==> src/core/fbmcu_pkg.sv <==
// Constants, types and register map of the 4-bit controller core.
// Assumes an APB master with 32-bit data and a 200 MHz system clock.
package fbmcu_pkg;

   // ------------------------------------------------------------
   // Widths
   // ------------------------------------------------------------
   localparam int PC_W        = 9;
   localparam int NIB_W       = 4;
   localparam int PTR_W       = 6;
   localparam int OCT_W       = 8;
   localparam int DMEM_AW     = 5;
   localparam int DMEM_DEPTH  = 32;
   localparam int APB_AW      = 8;
   localparam int APB_DW      = 32;

   // ------------------------------------------------------------
   // Register byte offsets
   // ------------------------------------------------------------
   localparam logic [APB_AW-1:0] REG_OP    = 8'h00;
   localparam logic [APB_AW-1:0] REG_CORE  = 8'h04;
   localparam logic [APB_AW-1:0] REG_IO    = 8'h08;
   localparam logic [APB_AW-1:0] REG_STACK = 8'h0C;
   localparam logic [APB_AW-1:0] REG_CFG   = 8'h10;
   localparam logic [APB_AW-1:0] REG_HOLD  = 8'h14;

   // ------------------------------------------------------------
   // Operation codes
   // ------------------------------------------------------------
   localparam logic [4:0] OP_NOP  = 5'h00;
   localparam logic [4:0] OP_ASC  = 5'h01;
   localparam logic [4:0] OP_ADD  = 5'h02;
   localparam logic [4:0] OP_AISC = 5'h03;
   localparam logic [4:0] OP_CLRA = 5'h04;
   localparam logic [4:0] OP_COMP = 5'h05;
   localparam logic [4:0] OP_RC   = 5'h06;
   localparam logic [4:0] OP_SC   = 5'h07;
   localparam logic [4:0] OP_XOR  = 5'h08;
   localparam logic [4:0] OP_JMP  = 5'h09;
   localparam logic [4:0] OP_JP   = 5'h0A;
   localparam logic [4:0] OP_JSRP = 5'h0B;
   localparam logic [4:0] OP_JSR  = 5'h0C;
   localparam logic [4:0] OP_RET  = 5'h0D;
   localparam logic [4:0] OP_RETSK= 5'h0E;
   localparam logic [4:0] OP_JID  = 5'h0F;
   localparam logic [4:0] OP_LQID = 5'h10;
   localparam logic [4:0] OP_CAMQ = 5'h11;
   localparam logic [4:0] OP_CQMA = 5'h12;
   localparam logic [4:0] OP_LD   = 5'h13;
   localparam logic [4:0] OP_XCH_INC    = 5'h14;
   localparam logic [4:0] OP_XCH_DEC    = 5'h15;
   localparam logic [4:0] OP_SWAP_SHIFT = 5'h16;
   localparam logic [4:0] OP_LOAD_FEAT  = 5'h17;
   localparam logic [4:0] OP_LBI  = 5'h18;
   localparam logic [4:0] OP_OBD  = 5'h19;
   localparam logic [4:0] OP_OMG  = 5'h1A;
   localparam logic [4:0] OP_INL  = 5'h1B;
   localparam logic [4:0] OP_STII = 5'h1C;

   // ------------------------------------------------------------
   // Paging, reset and timing
   // ------------------------------------------------------------
   localparam logic [1:0]  PAGE_PAIR23   = 2'h1;
   localparam logic [2:0]  JSRP_PAGE     = 3'h2;
   localparam logic [3:0]  DIGIT_TOP     = 4'hF;
   localparam logic [3:0]  DIGIT_BOTTOM  = 4'h0;
   localparam logic [1:0]  PIN_LOW_TICKS = 2'h3;
   localparam int          POR_TICKS     = 2500;
   localparam logic [1:0]  DIV_SEL_16    = 2'h0;
   localparam logic [1:0]  DIV_SEL_8     = 2'h1;
   localparam logic [3:0]  DIV16_LAST    = 4'hF;
   localparam logic [3:0]  DIV8_LAST     = 4'h7;
   localparam logic [3:0]  DIV4_LAST     = 4'h3;

   // ------------------------------------------------------------
   // Types
   // ------------------------------------------------------------
   typedef struct packed {
      logic [8:0] addr;
      logic [7:0] imm;
      logic [4:0] code;
   } fbmcu_op_s;

   typedef enum logic [2:0] {
      INIT_POR = 3'b001,
      INIT_PIN = 3'b010,
      INIT_RUN = 3'b100
   } fbmcu_init_e;

endpackage

==> src/core/fbmcu_dmem.sv <==
// Data memory: 32 digits of 4 bits, registered read data.
// Assumes one write port and one read address on the core clock.
`timescale 1ns/1ps
module fbmcu_dmem
   import fbmcu_pkg::*;
(
   input  wire logic               clock,
   input  wire logic               we,
   input  wire logic [DMEM_AW-1:0] addr,
   input  wire logic [NIB_W-1:0]   wdata,
   output logic      [NIB_W-1:0]   rdata_q
);

   logic [NIB_W-1:0] mem [DMEM_DEPTH];

   // No reset: contents survive initialization
   always_ff @(posedge clock)
   begin
      if (we)
      begin
         mem[addr] <= wdata;
      end
   end

   always_ff @(posedge clock)
   begin
      rdata_q <= mem[addr];
   end

endmodule

==> src/core/fbmcu_core.sv <==
// 4-bit controller core: datapath, serial unit, I/O latches, init, APB slave.
// Assumes an APB master on clock; pins are asynchronous and synchronised here.
// Summary of operation
// - Program counter is 9 bits, steps by one each instruction cycle unless jumping.
// - Program store seen as 8 pages of 64 for paged jumps (pages 2 and 3 joined); indirect jump uses halves of 256.
// - Two return slots of 9 bits give two subroutine levels.
// - Memory is four rows of eight digits; pointer top bits pick row.
// - Digit select top bit ignored, so every digit has two aliases.
// - Exchange-step skip is true on 0/15 wrap, not on 7/8 crossing.
// - Nibble output port is loaded from digit_pick.
// - Adder writes result to work_nibble and carry to overflow_bit.
// - Output hold octet loads from memory and accumulator or program byte.
// - Feature bit two enables octet drivers; otherwise port is a readable input.
// - Swap exchanges accumulator with shift register and copies carry to gate.
// - Counter mode decrements shift register on each falling serial input edge outside a swap cycle.
// - Counter mode: clock out equals gate latch, serial out equals feature bit three.
// - Shift mode shifts left each instruction cycle except a swap cycle, serial input into bit zero.
// - Shift mode clock pulses each cycle while gate set, else held low.
// - Shift mode serial out is shift msb with feature bit three, else zero.
// - Feature bit one affects nothing.
// - Reset pin low three instruction cycles initializes; driver must hold it.
// - Optional power-up init lasts 2500 instruction cycles; can be disabled.
// - Init clears counter, accumulator, pointer, carry, ports, features; memory kept.
// - Feature nibble written only by load operation; bits act independently.
// - Instruction cycle is clock divided by 16, or by 8 or 4.
`timescale 1ns/1ps
module fbmcu_core
   import fbmcu_pkg::*;
#(
   parameter bit POR_ENABLE = 1'b1,
   parameter int POR_ICYCLES = POR_TICKS
)
(
   input  wire logic              clock,
   input  wire logic              srst,
   input  wire logic [APB_AW-1:0] paddr,
   input  wire logic              psel,
   input  wire logic              penable,
   input  wire logic              pwrite,
   input  wire logic [APB_DW-1:0] pwdata,
   output logic      [APB_DW-1:0] prdata,
   output logic                   pready,
   output logic                   pslverr,
   input  wire logic              reset_n_pin,
   input  wire logic              serial_in_pin,
   input  wire logic [OCT_W-1:0]  octet_in,
   output logic      [OCT_W-1:0]  octet_out,
   output logic                   octet_oe,
   output logic      [NIB_W-1:0]  nibble_out_port,
   output logic      [NIB_W-1:0]  quad_io_port,
   output logic                   sync_clock_out,
   output logic                   serial_out_pin
);

   // ------------------------------------------------------------
   // Declarations
   // ------------------------------------------------------------
   logic [PC_W-1:0]   pc_q, pc_d, rs1_q, rs1_d, rs2_q, rs2_d;
   logic [NIB_W-1:0]  a_q, a_d, shreg_q, feat_q, feat_d, nib_q, nib_d, quad_q, quad_d;
   logic [PTR_W-1:0]  ptr_q, ptr_d;
   logic [OCT_W-1:0]  hold_q, hold_d, oct_s1_q, oct_s2_q;
   logic              c_q, c_d, gate_q, gate_d, skip_q, skip_d, pend_q;
   logic              mem_we;
   logic [NIB_W-1:0]  mem_wd, m;
   logic [4:0]        sum;
   fbmcu_op_s         op_q;
   fbmcu_init_e       init_q;
   logic [1:0]        div_sel_q, low_cnt_q;
   logic [3:0]        div_cnt_q, div_last;
   logic [11:0]       por_cnt_q;
   logic              tick, first_half, init_act, exec, swap_exec;
   logic              rstn_s1_q, rstn_s2_q, si_s1_q, si_s2_q, si_s3_q, si_fall;
   logic              apb_setup, apb_wr;
   logic [APB_DW-1:0] prdata_q;
   logic              pready_q, pslverr_q, sclk_q, so_q, oe_q;
   logic [OCT_W-1:0]  oct_q;

   function automatic logic [DMEM_AW-1:0] digit_addr(input logic [PTR_W-1:0] p);
      digit_addr = {p[5:4], p[2:0]};
   endfunction

   function automatic logic [3:0] div_last_of(input logic [1:0] sel);
      case (sel)
         DIV_SEL_16: div_last_of = DIV16_LAST;
         DIV_SEL_8:  div_last_of = DIV8_LAST;
         default:    div_last_of = DIV4_LAST;
      endcase
   endfunction

   // ------------------------------------------------------------
   // Instruction cycle timing
   // ------------------------------------------------------------
   // divide select
   assign div_last   = div_last_of(div_sel_q);
   assign tick       = (div_cnt_q >= div_last);
   assign first_half = (div_cnt_q <= (div_last >> 1));

   always_ff @(posedge clock)
   begin
      if (srst || tick)
         div_cnt_q <= 4'h0;
      else
         div_cnt_q <= div_cnt_q + 4'h1;
   end

   // ------------------------------------------------------------
   // Pin synchronisers
   // ------------------------------------------------------------
   // two stages first
   always_ff @(posedge clock)
   begin
      rstn_s1_q <= reset_n_pin;
      rstn_s2_q <= rstn_s1_q;
      si_s1_q   <= serial_in_pin;
      si_s2_q   <= si_s1_q;
      si_s3_q   <= si_s2_q;
      oct_s1_q  <= octet_in;
      oct_s2_q  <= oct_s1_q;
   end

   assign si_fall = si_s3_q & ~si_s2_q;

   // ------------------------------------------------------------
   // Initialization control
   // ------------------------------------------------------------
   always_ff @(posedge clock)
   begin
      if (srst || rstn_s2_q)
         low_cnt_q <= 2'h0;
      else if (tick && low_cnt_q != PIN_LOW_TICKS)
         low_cnt_q <= low_cnt_q + 2'h1;
   end

   always_ff @(posedge clock)
   begin
      if (srst)
         por_cnt_q <= 12'h000;
      else if (init_q == INIT_POR && tick)
         por_cnt_q <= por_cnt_q + 12'h001;
   end

   always_ff @(posedge clock)
   begin
      if (srst)
         init_q <= POR_ENABLE ? INIT_POR : INIT_RUN;
      else if (low_cnt_q == PIN_LOW_TICKS)
         init_q <= INIT_PIN;
      else
         case (init_q)
            INIT_POR: if (tick && por_cnt_q == 12'(POR_ICYCLES - 1)) init_q <= INIT_RUN;
            INIT_PIN: if (rstn_s2_q) init_q <= INIT_RUN;
            INIT_RUN: init_q <= INIT_RUN;
            default:  init_q <= INIT_RUN;
         endcase
   end

   assign init_act = (init_q != INIT_RUN);
   assign exec     = tick && pend_q && !init_act;
   assign swap_exec = exec && !skip_q && op_q.code == OP_SWAP_SHIFT;

   // ------------------------------------------------------------
   // Data memory
   // ------------------------------------------------------------
   fbmcu_dmem u_dmem (
      .clock   (clock),
      .we      (mem_we),
      .addr    (digit_addr(ptr_q)),
      .wdata   (mem_wd),
      .rdata_q (m)
   );

   // ------------------------------------------------------------
   // Datapath next state
   // ------------------------------------------------------------
   always_comb
   begin
      pc_d = pc_q;  rs1_d = rs1_q;  rs2_d = rs2_q;  a_d = a_q;  c_d = c_q;
      ptr_d = ptr_q;  feat_d = feat_q;  nib_d = nib_q;  quad_d = quad_q;
      hold_d = hold_q;  gate_d = gate_q;  skip_d = skip_q;
      mem_we = 1'b0;  mem_wd = a_q;  sum = 5'h00;
      if (tick && !init_act)
         pc_d = pc_q + 9'h001;
      if (exec && skip_q)
         skip_d = 1'b0;
      else if (exec)
      begin
         skip_d = 1'b0;
         case (op_q.code)
            OP_ASC:
            begin
               sum = {1'b0, a_q} + {1'b0, m} + {4'h0, c_q};
               a_d = sum[3:0];  c_d = sum[4];  skip_d = sum[4];
            end
            OP_ADD:  a_d = a_q + m;
            OP_AISC:
            begin
               sum = {1'b0, a_q} + {1'b0, op_q.imm[3:0]};
               a_d = sum[3:0];  skip_d = sum[4];
            end
            OP_CLRA: a_d = 4'h0;
            OP_COMP: a_d = ~a_q;
            OP_RC:   c_d = 1'b0;
            OP_SC:   c_d = 1'b1;
            OP_XOR:  a_d = a_q ^ m;
            OP_JMP:  pc_d = op_q.addr;
            OP_JP:   pc_d = (pc_q[8:7] == PAGE_PAIR23) ? {pc_q[8:7], op_q.addr[6:0]}
                                                       : {pc_q[8:6], op_q.addr[5:0]};
            OP_JSRP:
            begin
               rs1_d = pc_q + 9'h001;  rs2_d = rs1_q;
               pc_d  = {JSRP_PAGE, op_q.addr[5:0]};
            end
            OP_JSR:
            begin
               rs1_d = pc_q + 9'h001;  rs2_d = rs1_q;  pc_d = op_q.addr;
            end
            OP_RET:  begin pc_d = rs1_q;  rs1_d = rs2_q; end
            OP_RETSK:
            begin
               pc_d = rs1_q;  rs1_d = rs2_q;  skip_d = 1'b1;
            end
            OP_JID:  pc_d = {pc_q[8], op_q.imm};
            OP_LQID: begin hold_d = op_q.imm;  rs2_d = rs1_q; end
            OP_CAMQ: hold_d = {a_q, m};
            OP_CQMA:
            begin
               mem_we = 1'b1;  mem_wd = hold_q[7:4];  a_d = hold_q[3:0];
            end
            OP_LD:   begin a_d = m;  ptr_d[5:4] = ptr_q[5:4] ^ op_q.addr[1:0]; end
            OP_XCH_INC:
            begin
               a_d = m;  mem_we = 1'b1;  ptr_d[3:0] = ptr_q[3:0] + 4'h1;
               skip_d = (ptr_q[3:0] == DIGIT_TOP);
            end
            OP_XCH_DEC:
            begin
               a_d = m;  mem_we = 1'b1;  ptr_d[3:0] = ptr_q[3:0] - 4'h1;
               skip_d = (ptr_q[3:0] == DIGIT_BOTTOM);
            end
            OP_SWAP_SHIFT:  begin a_d = shreg_q;  gate_d = c_q; end
            OP_LOAD_FEAT:  feat_d = op_q.imm[3:0];
            OP_LBI:  ptr_d = op_q.addr[5:0];
            OP_OBD:  nib_d = ptr_q[3:0];
            OP_OMG:  quad_d = m;
            OP_INL:
            begin
               mem_we = 1'b1;  mem_wd = oct_s2_q[7:4];  a_d = oct_s2_q[3:0];
            end
            OP_STII:
            begin
               mem_we = 1'b1;  mem_wd = op_q.imm[3:0];  ptr_d[3:0] = ptr_q[3:0] + 4'h1;
            end
            default: a_d = a_q;
         endcase
      end
      if (init_act)
      begin
         pc_d = 9'h000;  a_d = 4'h0;  ptr_d = 6'h00;  c_d = 1'b0;  nib_d = 4'h0;
         feat_d = 4'h0;  quad_d = 4'h0;  gate_d = 1'b1;  skip_d = 1'b0;  mem_we = 1'b0;
      end
   end

   always_ff @(posedge clock)
   begin
      if (srst)
      begin
         pc_q <= 9'h000;  rs1_q <= 9'h000;  rs2_q <= 9'h000;  a_q <= 4'h0;  c_q <= 1'b0;
         ptr_q <= 6'h00;  feat_q <= 4'h0;  nib_q <= 4'h0;  quad_q <= 4'h0;
         hold_q <= 8'h00;  gate_q <= 1'b1;  skip_q <= 1'b0;
      end
      else
      begin
         pc_q <= pc_d;  rs1_q <= rs1_d;  rs2_q <= rs2_d;  a_q <= a_d;  c_q <= c_d;
         ptr_q <= ptr_d;  feat_q <= feat_d;  nib_q <= nib_d;  quad_q <= quad_d;
         hold_q <= hold_d;  gate_q <= gate_d;  skip_q <= skip_d;
      end
   end

   // ------------------------------------------------------------
   // Shift register and counter
   // ------------------------------------------------------------
   // Swap wins over a same-cycle edge; that edge is then lost
   always_ff @(posedge clock)
   begin
      if (srst)
         shreg_q <= 4'h0;
      else if (swap_exec)
         shreg_q <= a_q;
      else if (feat_q[0] && si_fall)
         shreg_q <= shreg_q - 4'h1;
      else if (!feat_q[0] && tick)
         shreg_q <= {shreg_q[2:0], si_s2_q};
   end

   // ------------------------------------------------------------
   // Pin outputs
   // ------------------------------------------------------------
   // feature bit one unused
   always_ff @(posedge clock)
   begin
      if (srst)
      begin
         sclk_q <= 1'b0;  so_q <= 1'b0;  oe_q <= 1'b0;  oct_q <= 8'h00;
      end
      else
      begin
         sclk_q <= feat_q[0] ? gate_q : (gate_q && first_half);
         so_q  <= feat_q[0] ? feat_q[3] : (feat_q[3] && shreg_q[3]);
         oe_q  <= feat_q[2];
         oct_q <= hold_q;
      end
   end

   assign sync_clock_out  = sclk_q;
   assign serial_out_pin  = so_q;
   assign octet_oe        = oe_q;
   assign octet_out       = oct_q;
   assign nibble_out_port = nib_q;
   assign quad_io_port    = quad_q;

   // ------------------------------------------------------------
   // APB slave
   // ------------------------------------------------------------
   // No wait state; read data comes from a flop loaded in the setup phase
   assign apb_setup = psel && !penable;
   assign apb_wr    = psel && penable && pwrite && pready_q;

   always_ff @(posedge clock)
   begin
      if (srst)
      begin
         pready_q <= 1'b0;  pslverr_q <= 1'b0;  prdata_q <= 32'h0000_0000;
      end
      else
      begin
         pready_q <= apb_setup;
         if (apb_setup)
         begin
            pslverr_q <= 1'b0;
            case (paddr)
               REG_OP:    prdata_q <= {8'h00, op_q, 1'b0, pend_q};
               REG_CORE:  prdata_q <= {4'h0, ptr_q, 2'h0, init_act, pend_q, skip_q, c_q,
                                       a_q, 3'h0, pc_q};
               REG_IO:    prdata_q <= {4'h0, quad_q, nib_q, oct_s2_q, 3'h0, gate_q,
                                       feat_q, shreg_q};
               REG_STACK: prdata_q <= {7'h00, rs2_q, 7'h00, rs1_q};
               REG_CFG:   prdata_q <= {30'h0000_0000, div_sel_q};
               REG_HOLD:  prdata_q <= {15'h0000, pc_q[8], a_q, m, hold_q};
               default:
               begin
                  prdata_q  <= 32'h0000_0000;
                  pslverr_q <= 1'b1;
               end
            endcase
         end
      end
   end

   assign prdata  = prdata_q;
   assign pready  = pready_q;
   assign pslverr = pslverr_q;

   // Operation requests are refused while one is pending or during init
   always_ff @(posedge clock)
   begin
      if (srst)
      begin
         pend_q <= 1'b0;  op_q <= '0;  div_sel_q <= DIV_SEL_16;
      end
      else
      begin
         if (apb_wr && paddr == REG_OP && !pend_q && !init_act)
         begin
            pend_q <= 1'b1;
            op_q   <= pwdata[21:0];
         end
         else if (exec || init_act)
            pend_q <= 1'b0;
         if (apb_wr && paddr == REG_CFG)
            div_sel_q <= pwdata[1:0];
      end
   end
endmodule

==> config.mk <==
export PLATFORM = sky130hd
export DESIGN_NAME = fbmcu_core
export DESIGN_NICKNAME = d
export VERILOG_FILES = /design/src/core/fbmcu_pkg.sv /design/src/core/fbmcu_dmem.sv /design/src/core/fbmcu_core.sv
export SDC_FILE = /design/constraint.sdc
export NUM_CORES = 1
export LEC_CHECK = 0
export BUFFER_PORTS_ARGS = -buffer_cell sky130_fd_sc_hd__buf_2
export CAP_MARGIN = 10
export CORE_UTILIZATION = 30
export DETAILED_ROUTE_END_ITERATION = 12
export SYNTH_ARGS = -nofsm -noshare
export SYNTH_HDL_FRONTEND = slang
export SYNTH_SLANG_ARGS = --single-unit
==> constraint.sdc <==
create_clock -name clock -period 3.9 [get_ports clock]
set_clock_uncertainty 0.05 [all_clocks]
set_input_delay 0.78 -clock clock [delete_from_list [all_inputs] [get_ports clock]]
set_output_delay 0.78 -clock clock [all_outputs]
set_load 0.05 [all_outputs]
# Yosys cells after proc, flatten, opt, wreduce, memory -nomap -nowiden
# Memories as Yosys holds them, arrays and structs flattened. A register that Yosys moved wholly into a read port is not among the register bits.
# Index checks and enable logic that the tools add are counted.
# classes
n_addsub	11
order_cmp	2
n_eq_ne	49
mux	35
bitwise_logic	6
n_reduce_logical	65
# ops
operator	n
28-bit one-hot mux with 6 select lines	1
5-bit equality test, second input constant	13
9-bit one-hot mux with 5 select lines	1
5-bit by 4-bit equality test with 1-bit output, second input constant	8
4-bit one-hot mux with 10 select lines	1
3-bit AND reduction	11
9-bit two-way mux	3
4-bit one-hot mux with 3 select lines	2
1-bit logical AND	21
5-bit by 3-bit equality test with 1-bit output, second input constant	4
4-bit two-way mux	5
9-bit one-hot mux with 2 select lines	1
8-bit by 4-bit equality test with 1-bit output, second input constant	2
8-bit by 5-bit equality test with 1-bit output, second input constant	2
8-bit one-hot mux with 2 select lines	1
12-bit by 1-bit adder with 12-bit output, second input constant	1
12-bit equality test, second input constant	1
3-bit inequality test, second input constant	4
2-bit OR reduction	6
1-bit two-way mux	11
4-bit by 4-bit adder with 5-bit output	2
5-bit by 2-bit equality test with 1-bit output, second input constant	2
10-bit nonzero test	1
9-bit by 1-bit adder with 9-bit output, second input constant	1
42 further kinds	63
# word_totals
regBits	176
ramBits	128
in_bits	55
output_inout_bits	53
elab_cells	210
mem_count	1
# memory_table
name	depth	word_bits	rd	rd_ports_with_merged_regs	wr	line	text
u_dmem.mem	32	4	1	1	1	fbmcu_dmem.sv:14	logic [NIB_W-1:0] mem [DMEM_DEPTH];

# Longest topological paths before layout
# depth
word_depth	10
ltp_mapped	11
ltp_nobuf	9

# Hierarchy
# Synthesis repeated with hierarchy kept, for this count alone.
# hier_totals
cells_unflattened	1300
hier_area_um2	14036.0
# by_module_without_submodules
module	instances	cells_per_inst	area_each_um2	seq_area_each_um2
fbmcu_core	1	982	8697.1	3443.3
fbmcu_dmem	1	318	5338.9	3923.8

# Worst setup path before layout
# No wires, ideal clock.
# synth_path
path_kind	reg-to-reg
start	register div_sel_q[1]
end	memory u_dmem.mem[0][2], data pin
setup_ns	0.454
arrival_time_ns	2.783
required_ns	3.396
setup_slack_ns	0.613
stages_incl_launch_ff	7
n_path_buf	0
period_less_slack_ns	3.287
cell_sequence	dfxtp_1 or2_2 ha_1 a21oi_1 nor3_4 o21ai_1 o21ai_0
# synth_between
elab_chain_len	7
word_cells_on_any_way	9
classes_between	order compare: 1; eq/ne: 1; mux: 3; reduce/logical: 4
# synth_lines
element	line	text
start: declaration	fbmcu_core.sv:68	logic [1:0] div_sel_q, low_cnt_q;
start signal: assignment	fbmcu_core.sv:380	div_sel_q <= pwdata[1:0];
2-bit by 1-bit equality test with 1-bit output or 2-bit zero test (tied branches)	fbmcu_core.sv:83	case (sel)
4-bit one-hot mux with 2 select lines (*)	fbmcu_core.sv:83	
4-bit greater-or-equal comparator (*)	fbmcu_core.sv:95	assign tick = (div_cnt_q >= div_last);
1-bit logical AND (*) (2 in a row)	fbmcu_core.sv:158	assign exec = tick && pend_q && !init_act;
4-bit two-way mux or 1-bit logical AND (tied branches)	fbmcu_core.sv:185, fbmcu_core.sv:183	
4-bit two-way mux (*)	fbmcu_core.sv:183	if (exec && skip_q)
net mem_wd[2]	fbmcu_core.sv:64	logic [NIB_W-1:0] mem_wd, m;
end: declaration	fbmcu_dmem.sv:14	
# Mark *: on every way through the listed nets, which the timed path passes. The rest lies on a longest branch.

# Worst setup path after layout
# layout_path
start	register div_sel_q[1]
end	memory u_dmem.mem[5][0] (enable)
# layout_between
elab_chain_len	10
word_cells_on_any_way	12
classes_between	order compare: 1; eq/ne: 1; mux: 6; reduce/logical: 4
# layout_lines
element	line	text
2-bit by 1-bit equality test with 1-bit output or 2-bit zero test (tied branches)	fbmcu_core.sv:83	
4-bit one-hot mux with 2 select lines (*)	fbmcu_core.sv:83	
4-bit greater-or-equal comparator (*)	fbmcu_core.sv:95	
1-bit logical AND (*) (2 in a row)	fbmcu_core.sv:158	
1-bit two-way mux or 1-bit logical AND (tied branches)	fbmcu_core.sv:185, fbmcu_core.sv:183	
1-bit two-way mux (*)	fbmcu_core.sv:183	
1-bit two-way mux (*)	fbmcu_core.sv:256	if (init_act)
1-bit two-way mux (*)	fbmcu_dmem.sv:19	if (we)
1-bit two-way mux (not written as such) (*)	fbmcu_dmem.sv:21	mem[addr] <= wdata;
# Mark *: on every way between the ends. The rest lies on a longest branch, timed or not.

==> summary.md <==
| Metric | Value |
|---|---|
| Register area share after synthesis | 0.528 |
| Worst Slack Setup Final | 768 ps |
| Final Wtd Congestion | 0.961 |
| Largest net degree at the start of global routing | 44 |
| Final setup violation count | 0 |
| Clk sinks | 304 |
| Post-CTS Setup Inserts | 0 |
| Clock share of power | 0.483 |
| Combinational share of power | 0.021 |
| Fmax | 319 MHz |
| Ports | 108 |
| Max FO, Critical Path | 8 |
| Metal3 WL | 3300 um |
| Most common cell in the netlist | dfxtp_1 |
| Slew Limit Fails | 0 |
| DR iter-0 viols | 882 |
| RSZ-0062 raised after global routing | false |
| Post-DP HPWL | 28800 um |
| TNS Setup | 0 ps |
| Yosys top cell area share | 0.276 |
| Initial antenna violation count | 1 |
| Crit path from | div_sel_q[1]$_SDFFE_PP0P_ |
| Cells on worst reg2reg path | 7 |
| Overall Power | 6.69 mW |
| Relative slew slack | 0.340 |
| First-pass GRT wire length | 61700 um |
| Reg2reg end | u_dmem.mem[5][0]$_DFFE_PP_ |
| Internal power | 5.31 mW |
| Final core occ | 0.355 |
| Routed wire length | 40600 um |
| All-layer global routing usage | 0.171 |
| Worst vdd ir | 0.000424 V |
| Synth cell count leaders | dfxtp_1, nor2_1, edfxtp_1 |
| Arr. time, crit path | 3260 ps |
| Vias per cell | 5.25 |
| Hold Path Class | reg -> reg |
| Die X | 218 um |
| CP endpoint | u_dmem.mem[5][0]$_DFFE_PP_ |
| Post-Syn Area | 13900 um2 |
| Synth Instances | 1278 |
| Clock Root Buffer | clkbuf_16 |
| Wire length on met2 | 19300 um |
| Synth top area cells | edfxtp_1, dfxtp_1, mux4_2, nor2_1, mux2i_1 |
| # nets final | 1433 |
| Net load switching power | 1.38 mW |
| Power per Cell Area | 414 nW/um2 |
| Power share of the sequential group | 0.496 |
| CP Capture Type | register |
| Pre-CTS WS | 835 ps |
| Number of max-cap violations | 0 |
| Multi-input logic area | 6160 um2 |
| Synth warnings | 0 |
| Final Hold Fails | 0 |
| Die height | 218 um |
| Die area | 47300 um2 |
| Worst-margin pin slew | 990 ps |
| Static leakage | 5.21 nW |
| Vias post-DR | 10400 |
| Post-CTS Hold Fix Bufs | 0 |
| Row cnt | 78 |
| Post-route ant nets | 0 |
| DP Cell Count | 1920 |
| Residual DRC count | 0 |
| Area growth from synthesis to layout | 16.0% |
| Total CTS buffers | 34 |
| Core ar. | 45600 um2 |
| R2R setup slack | 770 ps |
| Fillcell total | 4506 |
| Post-synth EDFFs | 128 |
| Antenna diodes | 0 |
| Req. time, crit path | 4020 ps |
| CTS tree | built |
| Crit Reg-Reg Startpoint | div_sel_q[1]$_SDFFE_PP0P_ |
| Htree depth | 2 |
| Area leader, netlist | edfxtp_1 |
| CP Class | reg -> reg |
| Final Non-Filler Cells | 1979 |
| Min Tclk post-route | 3130 ps |
| Clk buf depth | 3 |
| Post-CTS sizing | 0 |
| Asr flop ratio synth | 0 |
| Top_reg_cell synth | dfxtp_1 |
| Sw Share | 0.207 |
| First-pass iteration count of the detailed router | 7 |
| Uppermost layer routed | met5 |
| Storage element area | 7370 um2 |
| Initial Util | 0.306 |
| CP Launch Type | register |
| Clk slew on worst S/H paths | 60 ps |
| Distinct cells, synth | 82 |
| Outcome | finished, final reports clean |
| Number of synthesized register bits | 304 |
| Remaining Overflow, GRT | 0 |
| Vias in the first global route | 10100 |
| Layout cells sized above 1 | 0.186 |
| Drt wl/cell | 20.5 um |
| Clk Latency, worst-skew pair | 520 ps |
| Final worst-path cycle share | 0.803 |
| Synthesized area per cell | 10.9 um2 |
| WL met1 | 16500 um |
| Port buffer count | 93 |
flip-flops by register name, summed over array words and instances (netlist names), 9 cells and up:
signal,count
u_dmem.mem,128
prdata,28
op_q,22
por_cnt_q,12
pc_q,9
rs1_q,9
rs2_q,9
area by class of cell:
class                      instances  share of cell area
clock buffer                      49              0.0632
clock inverter                    10             0.00665
inverter                          18             0.00418
multi-input combinational        876               0.381
sequential                       304               0.456
tap                              600              0.0464
timing repair buffer             122              0.0432
per-stage QoR:
| step | instance area [um2] | hold WS [ps] |
|---|---|---|
| 2_1_floorplan | 14000 | 260 |
| 3_3_place_gp | 15000 | 265 |
| 3_5_place_dp | 15000 | 265 |
| 4_1_cts | 16200 | 278 |
| 5_1_grt | 16200 | 279 |
| 6_report | 16200 | 277 |
cell families (layout without fill, tap and decap cells):
| family | count (synthesis) | after routing | share of synthesized area |
|---|---|---|---|
| AOI/OAI and AO/OA | 258 | 258 | 0.125 |
| xor gates and xnor gates | 36 | 36 | 0.0226 |
| adders and majority gates | 22 | 22 | 0.0219 |
| buffers and inverters | 101 | 199 | 0.0319 |
| DFF | 304 | 304 | 0.528 |
| muxes | 96 | 96 | 0.104 |
| other | 1 | 4 | 0.000269 |
| and+or+nand+nor | 460 | 460 | 0.166 |
cells in the final DEF (no fill, tap or decap), types with 6 or more instances in the layout:
cell type,instances
or2_2,6
nand4_1,10
a21oi_1,78
dfxtp_1,174
xnor2_1,21
a222oi_1,14
o21ai_0,41
nand2_1,126
nand3b_1,9
nand3_1,24
edfxtp_1,128
nor2b_1,24
a211oi_1,19
clkbuf_1,8
buf_4,29
ha_1,18
nor3b_1,14
a32o_1,7
nand2b_1,12
buf_2,92
mux2i_1,48
nor3_1,30
mux4_2,38
or3_1,7
nor2_1,149
inv_1,18
clkbuf_16,38
a22o_1,21
mux2_2,10
a31oi_1,6
and3_1,8
xor2_1,15
a22oi_1,21
layer usage:
layer / track usage / up-vias
met1: 0.213 / 5039
met5: 0 / -
li1: - / 4856
met4: 0.0627 / 2
met3: 0.0370 / 89
met2: 0.287 / 398
how the worst min path moves through the flow:
stage / cells after the start / end / startpoint / slack (ps)
finish: 0 / oct_s2_q[7]$_DFF_P_ / oct_s1_q[7]$_DFF_P_ / 280
global route: 0 / oct_s2_q[7]$_DFF_P_ / oct_s1_q[7]$_DFF_P_ / 280
CTS: 0 / oct_s2_q[7]$_DFF_P_ / oct_s1_q[7]$_DFF_P_ / 280
detailed placement: 0 / oct_s2_q[3]$_DFF_P_ / oct_s1_q[3]$_DFF_P_ / 260
global placement: 0 / oct_s2_q[3]$_DFF_P_ / oct_s1_q[3]$_DFF_P_ / 260
floorplan: 0 / oct_s2_q[0]$_DFF_P_ / oct_s1_q[0]$_DFF_P_ / 260
worst max-delay path: stages (launching register included):
cell and delay, ps:
dfxtp_1 350, or2_2 300, ha_1 290, a21oi_1 160
nor3_4 370, o31ai_1 240, or3b_2 650, nor2_1 360
power by group through the flow:
stage	Sequential (mW)	Combinational, mW	Clock (mW)
after floorplan	3.39	0.0778	0
after global placement	3.39	0.136	0
after detailed placement	3.39	0.138	0
after CTS	3.32	0.138	3.31
after global routing	3.32	0.148	3.42
final	3.32	0.138	3.23
(Power assumes the default switching activity.)
